<file path="config.mk">
export PLATFORM = sky130hd
export DESIGN_NAME = bstap_tap
export DESIGN_NICKNAME = d
export VERILOG_FILES = /design/src/design/bstap_pkg.sv /design/src/design/bstap_tap.sv
export VERILOG_INCLUDE_DIRS = /design/src /design/src/design
export SDC_FILE = /design/constraint.sdc
export NUM_CORES = 1
export LEC_CHECK = 0
export BUFFER_PORTS_ARGS = -buffer_cell sky130_fd_sc_hd__buf_2
export CORE_AREA = 8 8 119 121
export DETAILED_ROUTE_END_ITERATION = 12
export DIE_AREA = 0 0 127 129
export GPL_TIMING_DRIVEN = 0
export HOLD_SLACK_MARGIN = 0.06
export SYNTH_ARGS = -nofsm -noshare
export SYNTH_HDL_FRONTEND = slang
export SYNTH_SLANG_ARGS = --single-unit
</file>
<file path="constraint.sdc">
create_clock -name ref_clk_i -period 5.3 [get_ports ref_clk_i]
set_input_delay 0.265 -clock ref_clk_i [delete_from_list [all_inputs] [get_ports ref_clk_i]]
set_output_delay 0.265 -clock ref_clk_i [all_outputs]
set_load 0.02 [all_outputs]
</file>
<file path="src/design/bstap_params.svh">
`ifndef BSTAP_PARAMS_SVH
`define BSTAP_PARAMS_SVH

// ----------------------------------------
// Instruction codes
// ----------------------------------------
`define BSTAP_IR_EXT_TEST    4'h0
`define BSTAP_IR_SAMPLE      4'h1
`define BSTAP_IR_IDENT       4'h2
`define BSTAP_IR_HIGHZ       4'h4
`define BSTAP_IR_BYPASS      4'hF

// ----------------------------------------
// Capture pattern and identity word layout
// ----------------------------------------
`define BSTAP_IR_CAPTURE     4'h1
`define BSTAP_ID_VER_MSB     31
`define BSTAP_ID_VER_LSB     28
`define BSTAP_ID_PART_MSB    27
`define BSTAP_ID_PART_LSB    12
`define BSTAP_ID_MFR_MSB     11
`define BSTAP_ID_MFR_LSB     1
`define BSTAP_ID_MARK_BIT    0

// ----------------------------------------
// Reset sequence length
// ----------------------------------------
`define BSTAP_RESET_TCK_EDGES 5

`endif

</file>
<file path="src/design/bstap_pkg.sv">
`default_nettype none
package bstap_pkg;

  typedef enum logic [15:0] {
    BSTAP_RESET      = 16'h0001,
    BSTAP_IDLE       = 16'h0002,
    BSTAP_SEL_DR     = 16'h0004,
    BSTAP_CAP_DR     = 16'h0008,
    BSTAP_SHIFT_DR   = 16'h0010,
    BSTAP_EXIT1_DR   = 16'h0020,
    BSTAP_PAUSE_DR   = 16'h0040,
    BSTAP_EXIT2_DR   = 16'h0080,
    BSTAP_UPD_DR     = 16'h0100,
    BSTAP_SEL_IR     = 16'h0200,
    BSTAP_CAP_IR     = 16'h0400,
    BSTAP_SHIFT_IR   = 16'h0800,
    BSTAP_EXIT1_IR   = 16'h1000,
    BSTAP_PAUSE_IR   = 16'h2000,
    BSTAP_EXIT2_IR   = 16'h4000,
    BSTAP_UPD_IR     = 16'h8000
  } bstap_state_t;

endpackage
`default_nettype wire

</file>
<file path="src/design/bstap_tap.sv">
// Overview of operation
// - Five rising test-clock edges with mode select high reach Test-Logic-Reset from anywhere.
// - State changes on rising test-clock edges, chosen by state and sampled mode select.
// - In Test-Logic-Reset all test logic is off; device runs normally.
// - Run-Test-Idle does nothing unless the instruction asks; here none does.
// - Select-DR branches to data path or Select-IR; Select-IR to instruction path or reset.
// - Capture-IR loads a fixed pattern ending in binary 01.
// - Shift-IR places the instruction shifter between serial in and out.
// - Exit1-IR goes to Pause-IR or Update-IR by mode select.
// - Pause-IR holds the instruction shifter unchanged.
// - Update-IR latches the instruction on the falling test-clock edge.
// - Capture-DR loads the selected data register's capture value.
// - Data path states mirror instruction path states on the selected data register.
// - Instruction register is four bits, least significant nearest serial out.
// - Bypass, boundary and identity registers share one serial in and out.
// - Bypass is one stage, cleared in Capture-DR when selected.
// - Bypass use leaves functional behaviour untouched.
// - Boundary register loads from serial in and reads port cells.
// - The 32-bit read-only identity register is selected by the identity code.
// - Identity word: version 31:28, part 27:12, maker 11:1, bit 0 one.
// - Codes 0, 1 select boundary, 2 identity, F bypass.
// - Code 4 floats all device outputs, bypass forms the serial path.
// - After reset the identity register is selected without loading an instruction.
`timescale 1ns/1ps
`default_nettype none
`include "bstap_params.svh"

module bstap_tap
  import bstap_pkg::*;
#(
  parameter int          BSR_LEN     = 8,
  parameter logic [3:0]  ID_VERSION  = 4'h1,      // Arbitrary value
  parameter logic [15:0] ID_PART     = 16'h00A5,  // Arbitrary value
  parameter logic [10:0] ID_MAKER    = 11'h05A    // Arbitrary value
)
(
  input  wire logic               ref_clk_i,
  input  wire logic               reset_n_i,
  input  wire logic               tck_i,
  input  wire logic               tms_i,
  input  wire logic               tdi_i,
  input  wire logic               trst_n_i,
  input  wire logic [BSR_LEN-1:0] port_in_i,
  input  wire logic [BSR_LEN-1:0] core_out_i,
  output logic                    tdo_o,
  output logic                    tdo_oe_o,
  output logic [BSR_LEN-1:0]      port_out_o,
  output logic                    outputs_en_o,
  output logic                    test_active_o,
  output logic [3:0]              instr_o,
  output bstap_state_t            state_o
);

  // ----------------------------------------
  // Pin synchronisers and edge detect
  // ----------------------------------------
  logic [1:0] tck_s_q, tms_s_q, tdi_s_q, trst_s_q;
  logic [1:0] tck_s_d, tms_s_d, tdi_s_d, trst_s_d;
  logic       tck_prev_q, tck_prev_d;
  logic       tck_rise, tck_fall, trst_act;
  logic [BSR_LEN-1:0] pin_s1_q, pin_s1_d;
  logic [BSR_LEN-1:0] pin_s2_q, pin_s2_d;

  always_comb
  begin
    tck_s_d    = {tck_s_q[0], tck_i};
    tms_s_d    = {tms_s_q[0], tms_i};
    tdi_s_d    = {tdi_s_q[0], tdi_i};
    trst_s_d   = {trst_s_q[0], trst_n_i};
    tck_prev_d = tck_s_q[1];
    pin_s1_d   = port_in_i;
    pin_s2_d   = pin_s1_q;
  end

  always_ff @(posedge ref_clk_i)
  begin
    if (!reset_n_i)
    begin
      tck_s_q    <= 2'h0;
      tms_s_q    <= 2'h3;
      tdi_s_q    <= 2'h0;
      trst_s_q   <= 2'h0;
      tck_prev_q <= 1'b0;
      pin_s1_q   <= '0;
      pin_s2_q   <= '0;
    end
    else
    begin
      tck_s_q    <= tck_s_d;
      tms_s_q    <= tms_s_d;
      tdi_s_q    <= tdi_s_d;
      trst_s_q   <= trst_s_d;
      tck_prev_q <= tck_prev_d;
      pin_s1_q   <= pin_s1_d;
      pin_s2_q   <= pin_s2_d;
    end
  end

  assign tck_rise = tck_s_q[1] & ~tck_prev_q;
  assign tck_fall = ~tck_s_q[1] & tck_prev_q;
  assign trst_act = ~trst_s_q[1];

  // ----------------------------------------
  // Instruction decode
  // ----------------------------------------
  function automatic logic [1:0] dr_sel(input logic [3:0] ins);
    // 0 bypass, 1 boundary, 2 identity
    if (ins == `BSTAP_IR_EXT_TEST || ins == `BSTAP_IR_SAMPLE)
      dr_sel = 2'h1;
    else if (ins == `BSTAP_IR_IDENT)
      dr_sel = 2'h2;
    else
      dr_sel = 2'h0;
  endfunction

  // ----------------------------------------
  // State machine
  // ----------------------------------------
  bstap_state_t state_q, state_d;
  logic         tms;

  assign tms = tms_s_q[1];

  always_comb
  begin
    state_d = state_q;
    if (tck_rise)
    begin
      case (state_q)
        BSTAP_RESET:    state_d = tms ? BSTAP_RESET : BSTAP_IDLE;
        BSTAP_IDLE:     state_d = tms ? BSTAP_SEL_DR : BSTAP_IDLE;
        BSTAP_SEL_DR:   state_d = tms ? BSTAP_SEL_IR : BSTAP_CAP_DR;
        BSTAP_CAP_DR:   state_d = tms ? BSTAP_EXIT1_DR : BSTAP_SHIFT_DR;
        BSTAP_SHIFT_DR: state_d = tms ? BSTAP_EXIT1_DR : BSTAP_SHIFT_DR;
        BSTAP_EXIT1_DR: state_d = tms ? BSTAP_UPD_DR : BSTAP_PAUSE_DR;
        BSTAP_PAUSE_DR: state_d = tms ? BSTAP_EXIT2_DR : BSTAP_PAUSE_DR;
        BSTAP_EXIT2_DR: state_d = tms ? BSTAP_UPD_DR : BSTAP_SHIFT_DR;
        BSTAP_UPD_DR:   state_d = tms ? BSTAP_SEL_DR : BSTAP_IDLE;
        BSTAP_SEL_IR:   state_d = tms ? BSTAP_RESET : BSTAP_CAP_IR;
        BSTAP_CAP_IR:   state_d = tms ? BSTAP_EXIT1_IR : BSTAP_SHIFT_IR;
        BSTAP_SHIFT_IR: state_d = tms ? BSTAP_EXIT1_IR : BSTAP_SHIFT_IR;
        BSTAP_EXIT1_IR: state_d = tms ? BSTAP_UPD_IR : BSTAP_PAUSE_IR;
        BSTAP_PAUSE_IR: state_d = tms ? BSTAP_EXIT2_IR : BSTAP_PAUSE_IR;
        BSTAP_EXIT2_IR: state_d = tms ? BSTAP_UPD_IR : BSTAP_SHIFT_IR;
        BSTAP_UPD_IR:   state_d = tms ? BSTAP_SEL_DR : BSTAP_IDLE;
        default:        state_d = BSTAP_RESET;
      endcase
    end
    if (trst_act)
      state_d = BSTAP_RESET;
  end

  always_ff @(posedge ref_clk_i)
  begin
    if (!reset_n_i)
      state_q <= BSTAP_RESET;
    else
      state_q <= state_d;
  end

  // ----------------------------------------
  // Instruction shifter and latch
  // ----------------------------------------
  logic [3:0] ir_shift_q, ir_shift_d;
  logic [3:0] ir_latch_q, ir_latch_d;

  always_comb
  begin
    ir_shift_d = ir_shift_q;
    ir_latch_d = ir_latch_q;
    if (tck_rise && state_q == BSTAP_CAP_IR)
      ir_shift_d = `BSTAP_IR_CAPTURE;
    else if (tck_rise && state_q == BSTAP_SHIFT_IR)
      ir_shift_d = {tdi_s_q[1], ir_shift_q[3:1]};
    // Pause and exit states leave the shifter alone
    if (tck_fall && state_q == BSTAP_UPD_IR)
      ir_latch_d = ir_shift_q;
    if (state_q == BSTAP_RESET)
      ir_latch_d = `BSTAP_IR_IDENT;
  end

  always_ff @(posedge ref_clk_i)
  begin
    if (!reset_n_i)
    begin
      ir_shift_q <= `BSTAP_IR_CAPTURE;
      ir_latch_q <= `BSTAP_IR_IDENT;
    end
    else
    begin
      ir_shift_q <= ir_shift_d;
      ir_latch_q <= ir_latch_d;
    end
  end

  // ----------------------------------------
  // Data registers
  // ----------------------------------------
  logic               byp_q, byp_d;
  logic [31:0]        id_q, id_d;
  logic [BSR_LEN-1:0] bsr_q, bsr_d;
  logic [BSR_LEN-1:0] bsr_upd_q, bsr_upd_d;
  logic [1:0]         sel;
  logic [31:0]        id_word;

  assign sel = dr_sel(ir_latch_q);

  always_comb
  begin
    id_word = 32'h0000_0000;
    id_word[`BSTAP_ID_VER_MSB:`BSTAP_ID_VER_LSB]   = ID_VERSION;
    id_word[`BSTAP_ID_PART_MSB:`BSTAP_ID_PART_LSB] = ID_PART;
    id_word[`BSTAP_ID_MFR_MSB:`BSTAP_ID_MFR_LSB]   = ID_MAKER;
    id_word[`BSTAP_ID_MARK_BIT]                    = 1'b1;
  end

  always_comb
  begin
    byp_d     = byp_q;
    id_d      = id_q;
    bsr_d     = bsr_q;
    bsr_upd_d = bsr_upd_q;
    if (tck_rise && state_q == BSTAP_CAP_DR)
    begin
      if (sel == 2'h0)
        byp_d = 1'b0;
      else if (sel == 2'h2)
        id_d = id_word;
      else if (ir_latch_q == `BSTAP_IR_EXT_TEST)
        bsr_d = pin_s2_q;
      else
        bsr_d = core_out_i;
    end
    else if (tck_rise && state_q == BSTAP_SHIFT_DR)
    begin
      if (sel == 2'h0)
        byp_d = tdi_s_q[1];
      else if (sel == 2'h2)
        id_d = {tdi_s_q[1], id_q[31:1]};
      else
        bsr_d = {tdi_s_q[1], bsr_q[BSR_LEN-1:1]};
    end
    if (tck_fall && state_q == BSTAP_UPD_DR && sel == 2'h1)
      bsr_upd_d = bsr_q;
  end

  always_ff @(posedge ref_clk_i)
  begin
    if (!reset_n_i)
    begin
      byp_q     <= 1'b0;
      id_q      <= 32'h0000_0000;
      bsr_q     <= '0;
      bsr_upd_q <= '0;
    end
    else
    begin
      byp_q     <= byp_d;
      id_q      <= id_d;
      bsr_q     <= bsr_d;
      bsr_upd_q <= bsr_upd_d;
    end
  end

  // ----------------------------------------
  // Serial output
  // ----------------------------------------
  logic tdo_q, tdo_d, oe_q, oe_d;

  always_comb
  begin
    tdo_d = tdo_q;
    oe_d  = oe_q;
    if (tck_fall)
    begin
      oe_d = (state_q == BSTAP_SHIFT_IR) || (state_q == BSTAP_SHIFT_DR);
      if (state_q == BSTAP_SHIFT_IR)
        tdo_d = ir_shift_q[0];
      else if (sel == 2'h0)
        tdo_d = byp_q;
      else if (sel == 2'h2)
        tdo_d = id_q[0];
      else
        tdo_d = bsr_q[0];
    end
    if (trst_act)
      oe_d = 1'b0;
  end

  always_ff @(posedge ref_clk_i)
  begin
    if (!reset_n_i)
    begin
      tdo_q <= 1'b0;
      oe_q  <= 1'b0;
    end
    else
    begin
      tdo_q <= tdo_d;
      oe_q  <= oe_d;
    end
  end

  // ----------------------------------------
  // Device-side controls
  // ----------------------------------------
  logic ext_test;

  assign ext_test      = (ir_latch_q == `BSTAP_IR_EXT_TEST) && (state_q != BSTAP_RESET);
  assign test_active_o = ext_test;
  assign port_out_o    = ext_test ? bsr_upd_q : core_out_i;
  assign outputs_en_o  = !((ir_latch_q == `BSTAP_IR_HIGHZ) && (state_q != BSTAP_RESET));
  assign tdo_o         = tdo_q;
  assign tdo_oe_o      = oe_q;
  assign instr_o       = ir_latch_q;
  assign state_o       = state_q;

endmodule

`default_nettype wire

</file>
== Word-level counts from Yosys, hierarchy flattened ==
Index checks and enable logic that the tools add are counted.
Operators by class
  magnitude comparators: 0
  $add $sub $neg: 0
  shift-type cells: 0
  eq/ne operators: 22
  reduce and logical (&&, ||, !) cells: 24
  bitwise gates (word level): 7
  divide/modulo/power cells: 0
  mux-type cells: 36
  multipliers: 0
Operators by type and width (count)
  32-bit 2-to-1 mux: 6
  16-bit case mux with 12 select lines: 1
  8-bit 2-to-1 mux: 9
  16-bit 2-to-1 mux: 2
  9-bit 2-to-1 mux: 2
  16-bit by 1-bit == test with 1-bit output, second input constant: 1
  16-bit by 10-bit == test with 1-bit output, second input constant: 1
  16-bit by 11-bit == test with 1-bit output, second input constant: 1
  16-bit by 12-bit == test with 1-bit output, second input constant: 1
  16-bit by 13-bit == test with 1-bit output, second input constant: 1
  16-bit by 14-bit == test with 1-bit output, second input constant: 1
  16-bit by 15-bit == test with 1-bit output, second input constant: 1
  16-bit == test, second input constant: 1
  16-bit by 2-bit == test with 1-bit output, second input constant: 1
  16-bit by 3-bit == test with 1-bit output, second input constant: 1
  16-bit by 4-bit == test with 1-bit output, second input constant: 1
  16-bit by 5-bit == test with 1-bit output, second input constant: 1
  16-bit by 6-bit == test with 1-bit output, second input constant: 1
  16-bit by 7-bit == test with 1-bit output, second input constant: 1
  16-bit by 8-bit == test with 1-bit output, second input constant: 1
  16-bit by 9-bit == test with 1-bit output, second input constant: 1
  16-bit by 1-bit != test with 1-bit output, second input constant: 1
  15-bit 2-to-1 mux: 1
  13-bit 2-to-1 mux: 1
  23 further kinds: 50
Storage, ports and cells
  register bits after elaboration: 100
  RAM bits: 0
  logic and storage cells: 105
  ROM bits: 0
  bits of input ports: 22
  memories: 0
  output and inout port bits: 32
  latch bits: 0

== Depth between registers and ports, before layout ==
  depth after elaboration: 8
  depth in mapped cells: 9
  depth with buffers taken out: 5

== Worst setup path after synthesis ==
No wires, ideal clock.
  kind: register to output
  start point: register state_q[5], in the netlist state_o[5]
  end point: output port_out_o[0]
  cell stages (with the launch flop): 8
  arrival time: 2.144 ns
  required time: 5.035 ns
  path slack: 2.891 ns
  path buffers: 2
  cells stage by stage: dfxtp_1 > buf_6 > or4_1 > buf_4 > nor3_4 > nand2_1 > nand2_2 > mux2_2
Between the ends
  longest elaborated chain between the ends: 3
RTL lines
  start, declared: RTL line bstap_tap.sv:119  | bstap_state_t state_q, state_d;
  start signal, assigned: RTL line bstap_tap.sv:158  | state_q <= state_d;
  16-bit by 1-bit != test with 1-bit output: RTL line bstap_tap.sv:309  | assign ext_test = (ir_latch_q == `BSTAP_IR_EXT_TEST) && (state_q != BSTAP_RESET);
  1-bit logical AND: RTL line bstap_tap.sv:309
  8-bit 2-to-1 mux: RTL line bstap_tap.sv:311  | assign port_out_o = ext_test ? bsr_upd_q : core_out_i;
  end, declared: RTL line bstap_tap.sv:47  | output logic [BSR_LEN-1:0] port_out_o,
No other way between the ends.

== Worst setup path in the final report ==
  start point: register state_q[8], in the netlist state_o[8]
  end point: output port_out_o[5]
The elaborated chain is that of the path after synthesis.

==> results.txt <==
During synthesis, Yosys emitted a total of 0 warnings. Each instance of the synthesized netlist takes up on average 9.54 sq um. The floorplan core area is 12300 sq um. The peak per-stage delay on the critical path is 0.64 ns. The share of the Yosys chip area taken by registers is 47.8%. The flow ran to the end, and the final reports show no timing, DRC or antenna violations. The H-tree was split into 3 levels.

For hold timing, the worst endpoint is tms_s_q[0]$_SDFF_PN1_. The netlist area before placement came out at 4190 sq um. The count of mapped cells out of synthesis came out at 439. In the routed layout, each cell is associated on average with a via count of 5.24. The number of unique standard cell types used by synthesis is 51. The internal power is 1120 uW.

After legalization and detailed placement, the total HPWL measured 7510 um. The clock-pin slew on the worst setup and hold paths is 0.07 ns. The logic depth of the worst register-to-register path is 7. Counting the buffers created by CTS gives 9. Per report_power, the sequential group accounts for 52.5% of the total. The count of pins on the block boundary is 54. For this run, design rule violations remaining after detail routing come to 0. The worst clock skew on the final layout is 0.00825 ns. The total global routing overflow is 0. In the final routed layout, each cell accounts on average for 15.8 um. The count of TritonRoute iterations in the first routing pass is 5. The area growth from synthesis to layout came out at 17.7%.

The clock network accounts for 44.0% of the total power. The startpoint type of the worst setup path is a flip-flop. In this run switching power makes up 23.0% of total power. Across the VDD grid, the largest voltage drop is 0.181 mV. The highest clock frequency the design can meet is 0.321 GHz. The ratio of cells with drive above 1 in the final layout came out at 21.1%.

In this run the register-to-register setup slack is 2.81 ns. The startpoint identified for the worst hold timing path is tms_i. The first global-routing pass estimated 17200 um of wire. The path class of the lowest-slack min-delay path is input pin to flip-flop. The detailed router's first-iteration violation count came out at 238. The prevailing post-synth register cell is sky130_fd_sc_hd__dfxtp_1. Setup repair after global routing left no endpoint under its margin.

Subtracting the final worst setup slack from the clock period gives 3.12 ns. The count of clock tree sinks is 100. Setup violations remaining at the end of the flow were counted as 0. The total of buffers placed on input and output ports is 53. The via count of the first global-routing pass came out at 3420. The slowest cell on the critical path is sky130_fd_sc_hd__or4_4.

Post-CTS timing repair inserted 0 buffers for setup. Dividing total power by cell area gives a power density of 295 nW/um^2. In this run the power spent charging and discharging nets is 334 uW. The post-route worst hold slack is 0.105 ns. The transition time at the pin with the least slew margin came out at 0.900 ns. The count of final max-slew check failures is 0. The leakage power summed over all cells came out at 0.00187 uW. The area enclosed by the die boundary came out at 16400 sq um. The final worst slack is 2.18 ns.

The initial antenna violation count was 0. The largest fanout on the critical path came out at 10. The number of nets produced by synthesis is 461. Grouping stages by cell kind, the critical path spends the most delay in simple AND/OR/NAND/NOR gates.

The initial core utilization came out at 34.0%. Counting the fill cells in the layout gives 1241. The endpoint type of the worst setup path is an output port. For this block, the via count after detailed routing is 3447. The residual antenna-violating net count after detailed routing came out at 0. The number of flip-flops and latches in the synthesized netlist came out at 100. The total negative slack for setup checks is 0 ns.

The multi-input combinational cell area came out at 2020 sq um. The max-capacitance violation count came out at 0. For the worst setup path, the data arrival time is 2.85 ns. The clock tree from TritonCTS is built. At the end of routability-driven placement, the weighted congestion stood at 0.863. The count of standard-cell rows is 41. The maximum buffer depth of the clock tree is 2.

The net total in the final layout is 525. The endpoint of the lowest-slack register-to-register path is id_q[15]$_SDFFE_PN0P_. The relative slew slack came out at 39.8%. Together, buffers and inverters on the worst path number 2.

The startpoint of the most critical register-to-register path is state_o[14]$_SDFFE_PN0P_. The critical path is of the flip-flop to output port type. The height of the die came out at 129 um.

Summing all flip-flop and latch instances after layout gives 2000 sq um. Yosys mapped a number of flops with a built-in enable equal to 0. The source-to-sink clock delay at the later pin of the worst-skew pair is 0.34 ns. The post-placement setup slack is 2.53 ns. The required time of the critical path came out at 5.04 ns. The floorplan step set the die width to 127 um. The global router's overall resource usage is 13.0%. Summed over all layers, the routed wires come to 10400 um. The pin count of the biggest net entering global routing is 18. The cell sitting at the root of the clock tree is a sky130_fd_sc_hd__clkbuf_16. The post-cts sizing count is 0. The share of the cycle needed by the critical path after routing came out at 58.9%.

The final hold violation count is 0. The critical path goes through clkbuf_1, or4_4, nor3_4, nand2_1, nand2_2, mux2_2, buf_2. The count of inserted antenna diode cells is 0. The worst hold path depth is 2. The share of flip-flops with an asynchronous set or reset is 0%. The number of hold buffers added after CTS was 0.

Combinational logic burns 3.5% of the power.
-- sequential cells by signal, indices dropped and copies added (netlist names) --
| name | count |
|---|---|
| tck_prev_q | 1 |
| id_q | 32 |
| tck_s_q | 2 |
| tdi_s_q | 2 |
| pin_s2_q | 8 |
| tdo_o | 1 |
| instr_o | 4 |
| bsr_q | 8 |
| tms_s_q | 2 |
| bsr_upd_q | 8 |
| state_o | 16 |
| byp_q | 1 |
| trst_s_q | 2 |
| pin_s1_q | 8 |
| tdo_oe_o | 1 |
| ir_shift_q | 4 |
-- cell type report --
class | instances | share of cell area (%)
clock buffer | 11 | 4.93
multi-input combinational | 305 | 41.1
sequential | 100 | 40.6
buffer | 30 | 2.97
tap | 150 | 3.81
inverter | 4 | 0.305
clock inverter | 5 | 0.889
timing repair buffer | 53 | 5.38
-- metal layers --
layer / global-route usage (%) / wire, um / vias up / part of all wire, %
met5: 0 / 0 / - / 0
met4: 4.13 / 136 / 0 / 1.3
met3: 3.35 / 425 / 12 / 4.1
met1: 16.4 / 5060 / 1639 / 49
met2: 21.3 / 4780 / 76 / 46
li1: - / - / 1720 / -
-- synthesized netlist by cell type, drive strengths merged, types with 3 or more instances --
cell type	n	share of area (%)
o21ai	14	1.7
clkbuf	20	1.8
nor2b	4	0.60
nand2b	6	0.90
nor2	53	4.8
inv	4	0.36
and2	25	3.8
nand2	28	2.6
a21oi	19	2.3
a22oi	23	4.1
xnor2	3	0.63
or4b	3	0.72
dfxtp	100	48
nand3	10	1.2
buf	10	1.7
or4	6	1.2
mux2i	25	6.0
mux2	16	4.3
nor3	6	1.2
nor4	9	1.3
nor4b	9	1.9
o221a	10	2.7
nand4	11	1.6
-- how the worst max path moves through the flow --
| stage | start | endpoint | slack, ns | cells after the start |
|---|---|---|---|---|
| CTS | state_o[8]$_SDFFE_PN0P_ | port_out_o[5] | 2.15 | 7 |
| global route | state_o[8]$_SDFFE_PN0P_ | port_out_o[5] | 2.05 | 7 |
| global placement | state_o[8]$_SDFFE_PN0P_ | port_out_o[7] | 2.56 | 7 |
| detailed placement | state_o[8]$_SDFFE_PN0P_ | port_out_o[5] | 2.53 | 7 |
| finish | state_o[8]$_SDFFE_PN0P_ | port_out_o[5] | 2.18 | 7 |
| floorplan | state_o[5]$_SDFFE_PN0P_ | port_out_o[0] | 2.89 | 7 |
-- power by group through the flow --
stage | logic (uW) | registers [uW] | clock network, uW
floorplan | 29.9 | 779 | 0
global placement | 50.5 | 780 | 0
detailed placement | 51.3 | 780 | 0
CTS | 51.6 | 762 | 653
global route | 56.0 | 763 | 689
finish | 51.0 | 763 | 639
-- cell usage in the layout, fill, tap and decap left out, types with 4 or more instances in the layout --
master / n
sky130_fd_sc_hd__or4_1: 5
sky130_fd_sc_hd__mux2i_1: 25
sky130_fd_sc_hd__nand4_1: 11
sky130_fd_sc_hd__clkbuf_1: 21
sky130_fd_sc_hd__nor2_1: 53
sky130_fd_sc_hd__o21ai_0: 7
sky130_fd_sc_hd__mux2_2: 16
sky130_fd_sc_hd__nor4b_1: 9
sky130_fd_sc_hd__inv_1: 4
sky130_fd_sc_hd__and2_1: 24
sky130_fd_sc_hd__dfxtp_1: 100
sky130_fd_sc_hd__a21oi_1: 19
sky130_fd_sc_hd__buf_2: 59
sky130_fd_sc_hd__clkbuf_16: 9
sky130_fd_sc_hd__o221a_1: 10
sky130_fd_sc_hd__o21ai_1: 7
sky130_fd_sc_hd__nand3_1: 10
sky130_fd_sc_hd__a22oi_1: 23
sky130_fd_sc_hd__nor2b_1: 4
sky130_fd_sc_hd__nand2b_1: 6
sky130_fd_sc_hd__nand2_1: 27
sky130_fd_sc_hd__nor4_1: 9
-- kinds of logic after synthesis --
| kind of cell | Yosys count | share of synthesized area [%] |
|---|---|---|
| xor+xnor | 4 | 0.837 |
| compound gates | 82 | 14.1 |
| mux | 41 | 10.3 |
| flops | 100 | 47.8 |
| simple gates | 178 | 23.1 |
| buf+inv | 34 | 3.85 |
-- metrics by stage --
stage,area (sq um),cells,total power [uW],utilization [%]
after floorplan,4190,439,809,-
after global placement,4640,642,830,37.7
after detailed placement,4640,642,831,37.7
after CTS,4930,658,1470,40.0
after global routing,4930,658,1510,40.0
final,4930,658,1450,40.0
Note: power is estimated with default switching activity, not from simulation.
